`config.mk`:
```
export PLATFORM = sky130hd
export DESIGN_NAME = opm_panel
export DESIGN_NICKNAME = d
export VERILOG_FILES = /design/src/logic/opm_pkg.sv /design/src/logic/opm_debounce.sv /design/src/logic/opm_panel.sv
export VERILOG_INCLUDE_DIRS = /design/src /design/src/logic
export SDC_FILE = /design/constraint.sdc
export NUM_CORES = 1
export LEC_CHECK = 0
export BUFFER_PORTS_ARGS = -buffer_cell sky130_fd_sc_hd__buf_2
export CAP_MARGIN = 20
export CORE_MARGIN = 2
export CORE_UTILIZATION = 54
export DETAILED_ROUTE_END_ITERATION = 16
export PLACE_DENSITY = 0.74
export SLEW_MARGIN = 20
export SYNTH_ARGS = -nofsm -noshare
export SYNTH_HDL_FRONTEND = slang
export SYNTH_HIERARCHICAL = 1
export SYNTH_SLANG_ARGS = --single-unit
```
`constraint.sdc`:
```
create_clock -name i_core_clk -period 3.1 [get_ports i_core_clk]
set_input_delay 0 -clock i_core_clk [delete_from_list [all_inputs] [get_ports i_core_clk]]
set_output_delay 0 -clock i_core_clk [all_outputs]
set_load 0.02 [all_outputs]
```
`src/logic/opm_defines.svh`:
```
// Purpose: Constants of the operator panel menu controller.
// Assumes: 16-bit register port with byte offsets, 50 MHz core clock.
// Notes:   Types live in opm_pkg; this header holds numbers only.
// Behaviour
// - Plus in selection steps class D16,D32,X,Y,M,S,T,C cyclically.
// - Confirm in selection opens monitor screen of the selected class.
// - Back in selection returns to the time display screen.
// - Bit classes show 8 points for X or Y, 10 for M or S.
// - Plus or minus in bit monitor moves start number by ten.
// - Back in bit monitor returns to class selection.
// - Registered keyword leaves only time and error display items.
// - Confirm with keyword registered blinks error indication five seconds.
// - Force only Y,M,S; value change T,C,D; setting change T,C.
// - 32-bit indicator lit only while class D32 is selected on the selection screen.
// - Display refresh follows host scan writes of point and value data.
// - Value format follows the host decimal or hexadecimal setting.
// - Backlight goes off after host-set idle time.
// - Pressed state of each button is readable by host.
// - Host protection setting restricts operator setting functions.
// - Host selection enables or suppresses operation error display.
// - Host-designated device is shown without operator selection.
// - Bit force mode moves cursor with plus/minus, confirm inverts point.
// - Panel has exactly four buttons: back, minus, plus, confirm.
`ifndef OPM_DEFINES_SVH
`define OPM_DEFINES_SVH

`define OPM_CLK_HZ          50000000
`define OPM_DEBOUNCE_MS     10
`define OPM_ERR_BLINK_MS    5000
`define OPM_SEC_MS          1000

`define OPM_ADDR_W          8
`define OPM_DATA_W          16

`define OPM_OFS_CTRL        8'h00
`define OPM_OFS_BL_TIME     8'h04
`define OPM_OFS_BUTTONS     8'h08
`define OPM_OFS_STATUS      8'h0C
`define OPM_OFS_POINTS      8'h10
`define OPM_OFS_CUR_VAL     8'h14
`define OPM_OFS_REQ         8'h18
`define OPM_OFS_REQ_NUM     8'h1C
`define OPM_OFS_REQ_VAL     8'h20
`define OPM_OFS_DESIG       8'h24
`define OPM_OFS_ERR_CODE    8'h28
`define OPM_OFS_DEV_NUM     8'h2C

`define OPM_CTRL_KEYWORD    0
`define OPM_CTRL_HEX        1
`define OPM_CTRL_ERR_EN     2
`define OPM_CTRL_PROTECT    3
`define OPM_CTRL_DESIG      4
`define OPM_CTRL_W          5
`define OPM_CTRL_RST        5'h04

`define OPM_BL_TIME_RST     16'h0000

`define OPM_BTN_BACK        0
`define OPM_BTN_MINUS       1
`define OPM_BTN_PLUS        2
`define OPM_BTN_OK          3
`define OPM_BTN_COUNT       4

`define OPM_PTS_XY          4'h8
`define OPM_PTS_MS          4'hA
`define OPM_BIT_STEP        16'h000A
`define OPM_NUM_MAX         16'hFFFF

`endif

```
`src/logic/opm_pkg.sv`:
```
// Purpose: Types of the operator panel menu controller.
// Assumes: Nothing beyond SystemVerilog.
// Notes:   Shared by the panel and its bench.
package opm_pkg;

  typedef enum logic [2:0] {
    OPM_SCR_TIME      = 3'b000,
    OPM_SCR_SELECT    = 3'b001,
    OPM_SCR_BIT_MON   = 3'b010,
    OPM_SCR_BIT_FORCE = 3'b011,
    OPM_SCR_WORD_MON  = 3'b100,
    OPM_SCR_EDIT_CUR  = 3'b101,
    OPM_SCR_EDIT_SET  = 3'b110,
    OPM_SCR_DESIG     = 3'b111
  } opm_screen_t;

  typedef enum logic [2:0] {
    OPM_CLS_D16 = 3'b000,
    OPM_CLS_D32 = 3'b001,
    OPM_CLS_X   = 3'b010,
    OPM_CLS_Y   = 3'b011,
    OPM_CLS_M   = 3'b100,
    OPM_CLS_S   = 3'b101,
    OPM_CLS_T   = 3'b110,
    OPM_CLS_C   = 3'b111
  } opm_class_t;

  typedef enum logic [1:0] {
    OPM_REQ_FORCE   = 2'b00,
    OPM_REQ_CUR_VAL = 2'b01,
    OPM_REQ_SET_VAL = 2'b10
  } opm_req_t;

endpackage

```
`src/logic/opm_debounce.sv`:
```
// Purpose: Debounce one button and flag each press once.
// Assumes: Raw input is synchronous to the clock, high while pressed.
// Notes:   A level change is accepted only after it holds steady.
`timescale 1ns/100ps
module opm_debounce #(
  parameter int unsigned STABLE_CYCLES = 500000
) (
  // Clock and reset
  input  wire logic i_core_clk,
  input  wire logic i_rst_n,
  // Button
  input  wire logic i_raw,
  output logic      o_level,
  output logic      o_press
);

  localparam int unsigned CNT_W = $clog2(STABLE_CYCLES + 1);

  logic [CNT_W-1:0] cnt_reg;

  always_ff @(posedge i_core_clk) begin
    if (!i_rst_n) begin
      cnt_reg <= '0;
      o_level <= 1'b0;
      o_press <= 1'b0;
    end else begin
      o_press <= 1'b0;
      if (i_raw == o_level) begin
        cnt_reg <= '0;
      end else if (cnt_reg == CNT_W'(STABLE_CYCLES - 1)) begin
        cnt_reg <= '0;
        o_level <= i_raw;
        o_press <= i_raw;
      end else begin
        cnt_reg <= cnt_reg + 1'b1;
      end
    end
  end

endmodule

```
`src/logic/opm_panel.sv`:
```
// Purpose: Four-button operator panel menu with host program controls.
// Assumes: Host reaches registers over a plain strobe port each scan.
// Notes:   Display content is shown as registered fields, not segments.
`timescale 1ns/100ps
`include "opm_defines.svh"
module opm_panel
  import opm_pkg::*;
#(
  parameter int unsigned DEBOUNCE_CYCLES =
    `OPM_DEBOUNCE_MS * (`OPM_CLK_HZ / 1000),
  parameter int unsigned ERR_BLINK_CYCLES =
    `OPM_ERR_BLINK_MS * (`OPM_CLK_HZ / 1000),
  parameter int unsigned SEC_CYCLES =
    `OPM_SEC_MS * (`OPM_CLK_HZ / 1000)
) (
  // Clock and reset
  input  wire logic                   i_core_clk,
  input  wire logic                   i_rst_n,
  // Buttons, high while pressed
  input  wire logic                   i_btn_back,
  input  wire logic                   i_btn_minus,
  input  wire logic                   i_btn_plus,
  input  wire logic                   i_btn_ok,
  // Register port
  input  wire logic [`OPM_ADDR_W-1:0] i_addr,
  input  wire logic [`OPM_DATA_W-1:0] i_wr_data,
  input  wire logic                   i_wr_en,
  input  wire logic                   i_rd_en,
  output logic      [`OPM_DATA_W-1:0] o_rd_data,
  // Display
  output logic      [2:0]             o_screen,
  output logic      [2:0]             o_class,
  output logic      [15:0]            o_dev_num,
  output logic      [9:0]             o_points,
  output logic      [3:0]             o_cursor,
  output logic      [15:0]            o_value,
  output logic                        o_ind_32bit,
  output logic                        o_hex_fmt,
  output logic                        o_backlight,
  output logic                        o_err_blink,
  output logic                        o_err_show,
  output logic                        o_req_pending
);

  localparam int unsigned BLINK_W = $clog2(ERR_BLINK_CYCLES + 1);
  localparam int unsigned SEC_W   = $clog2(SEC_CYCLES + 1);

  logic [`OPM_BTN_COUNT-1:0] btn_raw;
  logic [`OPM_BTN_COUNT-1:0] btn_lvl;
  logic [`OPM_BTN_COUNT-1:0] btn_press;

  opm_screen_t               screen_reg;
  opm_class_t                class_reg;
  logic [15:0]               dev_num_reg;
  logic [3:0]                cursor_reg;
  logic [15:0]               edit_val_reg;
  logic                      edited_reg;

  logic [`OPM_CTRL_W-1:0]    ctrl_reg;
  logic [15:0]               bl_time_reg;
  logic [9:0]                points_reg;
  logic [15:0]               cur_val_reg;
  logic [15:0]               desig_reg;
  logic [15:0]               err_code_reg;

  logic                      req_pend_reg;
  opm_req_t                  req_kind_reg;
  opm_class_t                req_class_reg;
  logic [3:0]                req_point_reg;
  logic [15:0]               req_num_reg;
  logic [15:0]               req_val_reg;

  logic [BLINK_W-1:0]        blink_cnt_reg;
  logic [SEC_W-1:0]          sec_cnt_reg;
  logic [15:0]               idle_sec_reg;

  logic                      kw;
  logic                      prot;
  logic                      p_back;
  logic                      p_minus;
  logic                      p_plus;
  logic                      p_ok;
  logic                      is_bit;
  logic                      can_force;
  logic                      is_tc;
  logic [3:0]                npts;
  logic                      force_req;
  logic                      commit_cur;
  logic                      commit_set;
  logic                      req_read;
  logic                      kw_ok;
  logic                      bl_on;

  assign btn_raw[`OPM_BTN_BACK]  = i_btn_back;
  assign btn_raw[`OPM_BTN_MINUS] = i_btn_minus;
  assign btn_raw[`OPM_BTN_PLUS]  = i_btn_plus;
  assign btn_raw[`OPM_BTN_OK]    = i_btn_ok;

  for (genvar b = 0; b < `OPM_BTN_COUNT; b++) begin : g_btn
    opm_debounce #(
      .STABLE_CYCLES (DEBOUNCE_CYCLES)
    ) u_deb (
      .i_core_clk (i_core_clk),
      .i_rst_n    (i_rst_n),
      .i_raw      (btn_raw[b]),
      .o_level    (btn_lvl[b]),
      .o_press    (btn_press[b])
    );
  end

  always_comb begin
    kw        = ctrl_reg[`OPM_CTRL_KEYWORD];
    prot      = ctrl_reg[`OPM_CTRL_PROTECT];
    p_back    = btn_press[`OPM_BTN_BACK];
    p_minus   = btn_press[`OPM_BTN_MINUS];
    p_plus    = btn_press[`OPM_BTN_PLUS];
    p_ok      = btn_press[`OPM_BTN_OK];
    is_bit    = (class_reg inside {OPM_CLS_X, OPM_CLS_Y,
                                   OPM_CLS_M, OPM_CLS_S});
    can_force = (class_reg inside {OPM_CLS_Y, OPM_CLS_M,
                                   OPM_CLS_S});
    is_tc     = (class_reg inside {OPM_CLS_T, OPM_CLS_C});
    npts      = (class_reg inside {OPM_CLS_X, OPM_CLS_Y}) ?
                `OPM_PTS_XY : `OPM_PTS_MS;
    force_req = (screen_reg == OPM_SCR_BIT_FORCE) && p_ok;
    commit_cur = (screen_reg == OPM_SCR_EDIT_CUR) && p_ok &&
                 !(is_tc && !edited_reg);
    commit_set = (screen_reg == OPM_SCR_EDIT_SET) && p_ok;
    req_read  = i_rd_en && (i_addr == `OPM_OFS_REQ);
    kw_ok     = kw && p_ok;
    bl_on     = (bl_time_reg == 16'h0000) ||
                (idle_sec_reg < bl_time_reg);
  end

  // Menu navigation. A keyword registered by the host pulls every screen
  // back to the time display, so no hidden item stays reachable.
  always_ff @(posedge i_core_clk) begin
    if (!i_rst_n) begin
      screen_reg   <= OPM_SCR_TIME;
      class_reg    <= OPM_CLS_D16;
      dev_num_reg  <= 16'h0000;
      cursor_reg   <= 4'h0;
      edit_val_reg <= 16'h0000;
      edited_reg   <= 1'b0;
    end else if (kw) begin
      screen_reg <= OPM_SCR_TIME;
    end else begin
      unique case (screen_reg)
        OPM_SCR_TIME: begin
          if (ctrl_reg[`OPM_CTRL_DESIG]) begin
            screen_reg <= OPM_SCR_DESIG;
          end else if (p_ok) begin
            screen_reg <= OPM_SCR_SELECT;
          end
        end
        OPM_SCR_DESIG: begin
          if (!ctrl_reg[`OPM_CTRL_DESIG]) begin
            screen_reg <= OPM_SCR_TIME;
          end
        end
        OPM_SCR_SELECT: begin
          if (p_plus) begin
            class_reg <= opm_class_t'(class_reg + 3'h1);
          end else if (p_minus) begin
            class_reg <= opm_class_t'(class_reg - 3'h1);
          end else if (p_back) begin
            screen_reg <= OPM_SCR_TIME;
          end else if (p_ok) begin
            dev_num_reg <= 16'h0000;
            cursor_reg  <= 4'h0;
            screen_reg  <= is_bit ? OPM_SCR_BIT_MON : OPM_SCR_WORD_MON;
          end
        end
        OPM_SCR_BIT_MON: begin
          if (p_plus) begin
            if (dev_num_reg <= `OPM_NUM_MAX - `OPM_BIT_STEP) begin
              dev_num_reg <= dev_num_reg + `OPM_BIT_STEP;
            end
          end else if (p_minus) begin
            dev_num_reg <= (dev_num_reg >= `OPM_BIT_STEP) ?
                           dev_num_reg - `OPM_BIT_STEP : 16'h0000;
          end else if (p_back) begin
            screen_reg <= OPM_SCR_SELECT;
          end else if (p_ok && can_force && !prot) begin
            cursor_reg <= 4'h0;
            screen_reg <= OPM_SCR_BIT_FORCE;
          end
        end
        OPM_SCR_BIT_FORCE: begin
          if (p_plus && (cursor_reg < npts - 4'h1)) begin
            cursor_reg <= cursor_reg + 4'h1;
          end else if (p_minus && (cursor_reg != 4'h0)) begin
            cursor_reg <= cursor_reg - 4'h1;
          end else if (p_back) begin
            screen_reg <= OPM_SCR_SELECT;
          end
        end
        OPM_SCR_WORD_MON: begin
          if (p_plus) begin
            dev_num_reg <= dev_num_reg +
                           ((class_reg == OPM_CLS_D32) ? 16'h0002 : 16'h0001);
          end else if (p_minus) begin
            dev_num_reg <= (dev_num_reg != 16'h0000) ?
                           dev_num_reg - 16'h0001 : 16'h0000;
          end else if (p_back) begin
            screen_reg <= OPM_SCR_SELECT;
          end else if (p_ok && !prot) begin
            edit_val_reg <= cur_val_reg;
            edited_reg   <= 1'b0;
            screen_reg   <= OPM_SCR_EDIT_CUR;
          end
        end
        OPM_SCR_EDIT_CUR, OPM_SCR_EDIT_SET: begin
          if (p_plus) begin
            edit_val_reg <= edit_val_reg + 16'h0001;
            edited_reg   <= 1'b1;
          end else if (p_minus) begin
            edit_val_reg <= edit_val_reg - 16'h0001;
            edited_reg   <= 1'b1;
          end else if (p_back) begin
            screen_reg <= OPM_SCR_WORD_MON;
          end else if (p_ok) begin
            // Confirm before any change on a timer or counter moves on
            // to the setting value instead of committing.
            if (screen_reg == OPM_SCR_EDIT_CUR && is_tc && !edited_reg) begin
              screen_reg <= OPM_SCR_EDIT_SET;
            end else begin
              screen_reg <= OPM_SCR_WORD_MON;
            end
          end
        end
      endcase
    end
  end

  // Host-side registers.
  always_ff @(posedge i_core_clk) begin
    if (!i_rst_n) begin
      ctrl_reg     <= `OPM_CTRL_RST;
      bl_time_reg  <= `OPM_BL_TIME_RST;
      points_reg   <= 10'h000;
      cur_val_reg  <= 16'h0000;
      desig_reg    <= 16'h0000;
      err_code_reg <= 16'h0000;
    end else if (i_wr_en) begin
      unique case (i_addr)
        `OPM_OFS_CTRL:     ctrl_reg     <= i_wr_data[`OPM_CTRL_W-1:0];
        `OPM_OFS_BL_TIME:  bl_time_reg  <= i_wr_data;
        `OPM_OFS_POINTS:   points_reg   <= i_wr_data[9:0];
        `OPM_OFS_CUR_VAL:  cur_val_reg  <= i_wr_data;
        `OPM_OFS_DESIG:    desig_reg    <= i_wr_data;
        `OPM_OFS_ERR_CODE: err_code_reg <= i_wr_data;
        default: ;
      endcase
    end
  end

  // Pending request for the host to apply at its end of scan. A new
  // request in the same cycle as the clearing read wins.
  always_ff @(posedge i_core_clk) begin
    if (!i_rst_n) begin
      req_pend_reg  <= 1'b0;
      req_kind_reg  <= OPM_REQ_FORCE;
      req_class_reg <= OPM_CLS_D16;
      req_point_reg <= 4'h0;
      req_num_reg   <= 16'h0000;
      req_val_reg   <= 16'h0000;
    end else if (!kw && (force_req || commit_cur || commit_set)) begin
      req_pend_reg  <= 1'b1;
      req_kind_reg  <= force_req  ? OPM_REQ_FORCE :
                       commit_set ? OPM_REQ_SET_VAL : OPM_REQ_CUR_VAL;
      req_class_reg <= class_reg;
      req_point_reg <= cursor_reg;
      req_num_reg   <= dev_num_reg;
      req_val_reg   <= force_req ?
                       {15'h0000, ~points_reg[cursor_reg]} :
                       edit_val_reg;
    end else if (req_read) begin
      req_pend_reg <= 1'b0;
    end
  end

  always_ff @(posedge i_core_clk) begin
    if (!i_rst_n) begin
      blink_cnt_reg <= '0;
    end else if (kw_ok) begin
      blink_cnt_reg <= BLINK_W'(ERR_BLINK_CYCLES);
    end else if (blink_cnt_reg != '0) begin
      blink_cnt_reg <= blink_cnt_reg - 1'b1;
    end
  end

  // Idle time counts whole seconds since the last press; it saturates so
  // a long idle never wraps round and lights the panel again.
  always_ff @(posedge i_core_clk) begin
    if (!i_rst_n) begin
      sec_cnt_reg  <= '0;
      idle_sec_reg <= 16'h0000;
    end else if (btn_press != '0) begin
      sec_cnt_reg  <= '0;
      idle_sec_reg <= 16'h0000;
    end else if (sec_cnt_reg == SEC_W'(SEC_CYCLES - 1)) begin
      sec_cnt_reg <= '0;
      if (idle_sec_reg != `OPM_NUM_MAX) begin
        idle_sec_reg <= idle_sec_reg + 16'h0001;
      end
    end else begin
      sec_cnt_reg <= sec_cnt_reg + 1'b1;
    end
  end

  always_ff @(posedge i_core_clk) begin
    if (!i_rst_n) begin
      o_rd_data <= 16'h0000;
    end else if (i_rd_en) begin
      unique case (i_addr)
        `OPM_OFS_CTRL:     o_rd_data <= {11'h000, ctrl_reg};
        `OPM_OFS_BL_TIME:  o_rd_data <= bl_time_reg;
        `OPM_OFS_BUTTONS:  o_rd_data <= {12'h000, btn_lvl};
        `OPM_OFS_STATUS:   o_rd_data <= {1'b0, edited_reg,
                                         (blink_cnt_reg != '0), bl_on,
                                         cursor_reg, 1'b0, class_reg,
                                         1'b0, screen_reg};
        `OPM_OFS_POINTS:   o_rd_data <= {6'h00, points_reg};
        `OPM_OFS_CUR_VAL:  o_rd_data <= cur_val_reg;
        `OPM_OFS_REQ:      o_rd_data <= {req_pend_reg, req_kind_reg,
                                         req_class_reg, 6'h00,
                                         req_point_reg};
        `OPM_OFS_REQ_NUM:  o_rd_data <= req_num_reg;
        `OPM_OFS_REQ_VAL:  o_rd_data <= req_val_reg;
        `OPM_OFS_DESIG:    o_rd_data <= desig_reg;
        `OPM_OFS_ERR_CODE: o_rd_data <= err_code_reg;
        `OPM_OFS_DEV_NUM:  o_rd_data <= dev_num_reg;
        default:           o_rd_data <= 16'h0000;
      endcase
    end else begin
      o_rd_data <= 16'h0000;
    end
  end

  // Display outputs, all registered one cycle behind the state.
  always_ff @(posedge i_core_clk) begin
    if (!i_rst_n) begin
      o_screen      <= 3'h0;
      o_class       <= 3'h0;
      o_dev_num     <= 16'h0000;
      o_points      <= 10'h000;
      o_cursor      <= 4'h0;
      o_value       <= 16'h0000;
      o_ind_32bit   <= 1'b0;
      o_hex_fmt     <= 1'b0;
      o_backlight   <= 1'b1;
      o_err_blink   <= 1'b0;
      o_err_show    <= 1'b0;
      o_req_pending <= 1'b0;
    end else begin
      o_screen  <= screen_reg;
      if (screen_reg == OPM_SCR_DESIG) begin
        o_class   <= desig_reg[2:0];
        o_dev_num <= {4'h0, desig_reg[15:4]};
      end else begin
        o_class   <= class_reg;
        o_dev_num <= dev_num_reg;
      end
      o_points  <= (npts == `OPM_PTS_XY) ?
                   {2'b00, points_reg[7:0]} : points_reg;
      o_cursor  <= cursor_reg;
      o_value   <= (screen_reg inside {OPM_SCR_EDIT_CUR, OPM_SCR_EDIT_SET}) ?
                   edit_val_reg : cur_val_reg;
      o_ind_32bit <= (screen_reg == OPM_SCR_SELECT) &&
                     (class_reg == OPM_CLS_D32);
      o_hex_fmt   <= ctrl_reg[`OPM_CTRL_HEX] && !is_bit;
      o_backlight <= bl_on;
      o_err_blink <= (blink_cnt_reg != '0);
      o_err_show  <= ctrl_reg[`OPM_CTRL_ERR_EN] &&
                     (err_code_reg != 16'h0000);
      o_req_pending <= req_pend_reg;
    end
  end

endmodule

```
==> impl_results.md <==
- Combinational family with the most area after synthesis: simple AND/OR/NAND/NOR gates
- Placed Area: 21100 sq um
- Util after Layout: 62.9%
- Total CTS buffers: 43
- RR Startpoint: class_reg[0]
- Synthesized area per cell: between 8 and 9 sq um
- Largest net degree at the start of global routing: between 90 and 100
- Slew Limit Fails: 0
- Crit start category: flop
- Final HPWL DP: 43600 um
- CP Max Fanout: 3
- Initial antenna violation count: 1
- Mapped Area: around 20000 sq um
- Synth Area in Adders: between 3 and 4%
- Min Hold Slack: between 0.04 and 0.05 ns
- Placed cells: roughly 3000
- Compound-Gate Fraction of Synth Area: between 10% and 20%
- Worst slack at placement: -0.0868 ns
- Pwr Total: 12.2 mW
- Worst setup EP type: flop
- Drt drc: 0
- DRT iter0 DRCs: 2034
- Routed wire length per instance: between 20 and 25 um
- Clock sinks: 392
- Site Rows: 70
- Layout Nets: 2620
- CTS tree: built
- Simple-gate share of the synthesized area: 26.6%
- Critical Path AT: 3.42 ns
- First-pass GRT wire length: approximately 98000 um
- Yosys Warn Count: 6
- Crit path largest cell delay: 0.36 ns
- CTS root buf: clkbuf_16
- Hold path startpoint: i_wr_en
- Longest Clk Path Bufs: 3
- CP Buf/Inv Count: 3
- Starting Density: 54.5%
- Xor/xnor share of the synthesized area: 6.63%
- Fin. Hold Viols: 0
- Die area: between 30000 and 40000 sq um
- Asr flop ratio synth: 0%
- Htree depth: 2
- Max reg flops: 76
- Post-synth EDFFs: 0
- Fin crit period: 2.95 ns
- Fin cells: 3029
- Final setup viols: 0
- WHS Endpoint: points_reg[6]
- Syn-to-layout area delta: 15.4%
- Rel. slew slack: 35.2%
- Number of global-route vias before repair: 17761
- Port bufs: 105
- Critical-path cell list: ha_2 > ha_1 > nor2_2 > inv_1 > ha_4 > o21ai_2 > nor3_2 > a311oi_2 > inv_1 > ha_1 > a21o_1 > a21oi_2 > xnor2_2 > buf_4 > a21oi_1 > o41ai_2
- Worst clock skew: 0.0317 ns
- GRT Total Usage: 32.1%
- Worst Hold Class: primary input to flop
- Mux share of post-synthesis cell area: under 10%
- CP Data Required Time: 3.57 ns
- Post-route cell area: 22900 sq um
- Skew-Pair Late Insertion Delay: between 0.5 and 0.6 ns
- Flops & latches, synth: around 390
- Main flop type after synthesis: dfxtp_1
- Commonest non-fill, non-tap cell in the layout: dfxtp_1
- Die Width: 196 um
- CP delay by family, top: compound AO/OA/AOI/OAI gates
- Max-Cap Viols: 0
- Least-Margin Pin Slew: 0.970 ns
- Layout filler cell count: 3118
- Post-route clock period utilization: 95.2%
- Worst reg2reg path endpoint: cursor_reg[3]
- Grt total ovfl: 0
- R2R depth: 16
- Hold depth: 4
- Core area: 36300 sq um
- WL final: 62700 um
- Register area: around 7900 sq um
- Leakage Power: 8.36 nW
- Slowest cell on crit path: dfxtp_4
- Syn Inst Count: 2415
- Layout cells sized above 1: 13.6%
- F_max: 339 MHz
- Worst reg-to-reg setup slack: around 0.15 ns
- Seq/Total Area, Yosys: 39.6%
- DR vias/cell: 6.32
- DRT Pass-1 Iters: 9
- Global placer's final weighted congestion: about 0.95
- Setup_tns: 0 ns
- # diodes: 0
- Footprint of the multi-input gates: about 11000 sq um
- Die height: 196 um
- Final worst slack: between 0.1 and 0.15 ns
- Setup CP Type: flop to flop
- Status: completed
- Worst vdd ir: 0.517 mV
- PD cells: 535 nW/um^2
- Distinct cells, synth: 89
- Commonest non-fill, non-tap cells in the layout: dfxtp_1, nand2_1, nor2_1
- CTS clk-pin slew, worst paths: about 0.060 ns
- RSZ-0062 raised after global routing: true
- Via Count: 19136
- Synth Net Count: roughly 2500
- Post-DRT Antenna Nets: 0
- I/O Pins: roughly 110
## metal layers
layer,part of all wire (%),wire [um],global-route usage (%)
met5,0.021,13,0
met4,4.6,2900,14.2
met3,9.6,6010,6.68
met1,41,25700,42.3
met2,45,28000,51.0
## synthesized netlist by cell type (all sizes together), types with 32 or more instances
cell type / number / area share (%)
clkbuf: 124 / 2.3
nand2: 363 / 6.9
a22oi: 32 / 1.2
nor2: 234 / 4.4
nand3: 108 / 2.8
nand4: 52 / 2.2
nor4: 52 / 2.0
dfxtp: 392 / 40
nor3: 62 / 1.6
xnor2: 85 / 3.8
a21oi: 228 / 5.8
xor2: 65 / 2.9
inv: 51 / 0.97
ha: 55 / 3.5
mux2i: 34 / 1.7
o21ai: 65 / 1.6
## power breakdown
group / total [mW] / internal (mW) / switching [mW]
Clock: 5.29 / 3.15 / 2.14
Sequential: 5.39 / 5.22 / 0.175
Combinational: 1.56 / 0.655 / 0.910
## worst min-delay path, stage by stage
cell,delay [ns]
buf_2,0.15
buf_4,0.25
nand3_1,0.12
a21oi_1,0.05
## area by class of cell
class	count	share of cell area (%)
multi-input combinational	1826	49.6
sequential	392	34.3
timing repair buffer	216	6.38
clock buffer	61	5.31
tap	468	2.56
clock inverter	15	1.01
inverter	51	0.859
## logic make-up (layout without fill, tap and decap cells)
logic type	Yosys count	in the layout
fa+ha+maj	58	58
mux	39	39
buf+inv	197	343
simple gates	1052	1052
compound gates	527	527
xor+xnor	150	150
flops	392	392
## worst max-delay path by stage
| stage | startpoint | depth (start not counted) | slack (ns) | to |
|---|---|---|---|---|
| after global placement | class_reg[0] | 17 | 0.1 | cursor_reg[3] |
| final | class_reg[0] | 16 | 0.15 | cursor_reg[3] |
| after CTS | class_reg[0] | 17 | 0.003 | cursor_reg[3] |
| after floorplan | class_reg[2] | 17 | 0.02 | cursor_reg[3] |
| after global routing | class_reg[0] | 16 | -0.0006 | cursor_reg[3] |
| after detailed placement | class_reg[0] | 17 | -0.09 | cursor_reg[3] |
## timing repair
action / 4_1_cts / 5_1_grt
hold buffers: 22 / 0
setup buffers: 5 / 0
gates resized for setup: 11 / 5
endpoints found under the hold margin: 112 / 0
endpoints found under the setup margin: 1 / 2
gates cloned: 0 / 0
pin swaps: 8 / 4
Note: power is estimated with default switching activity, not from simulation.
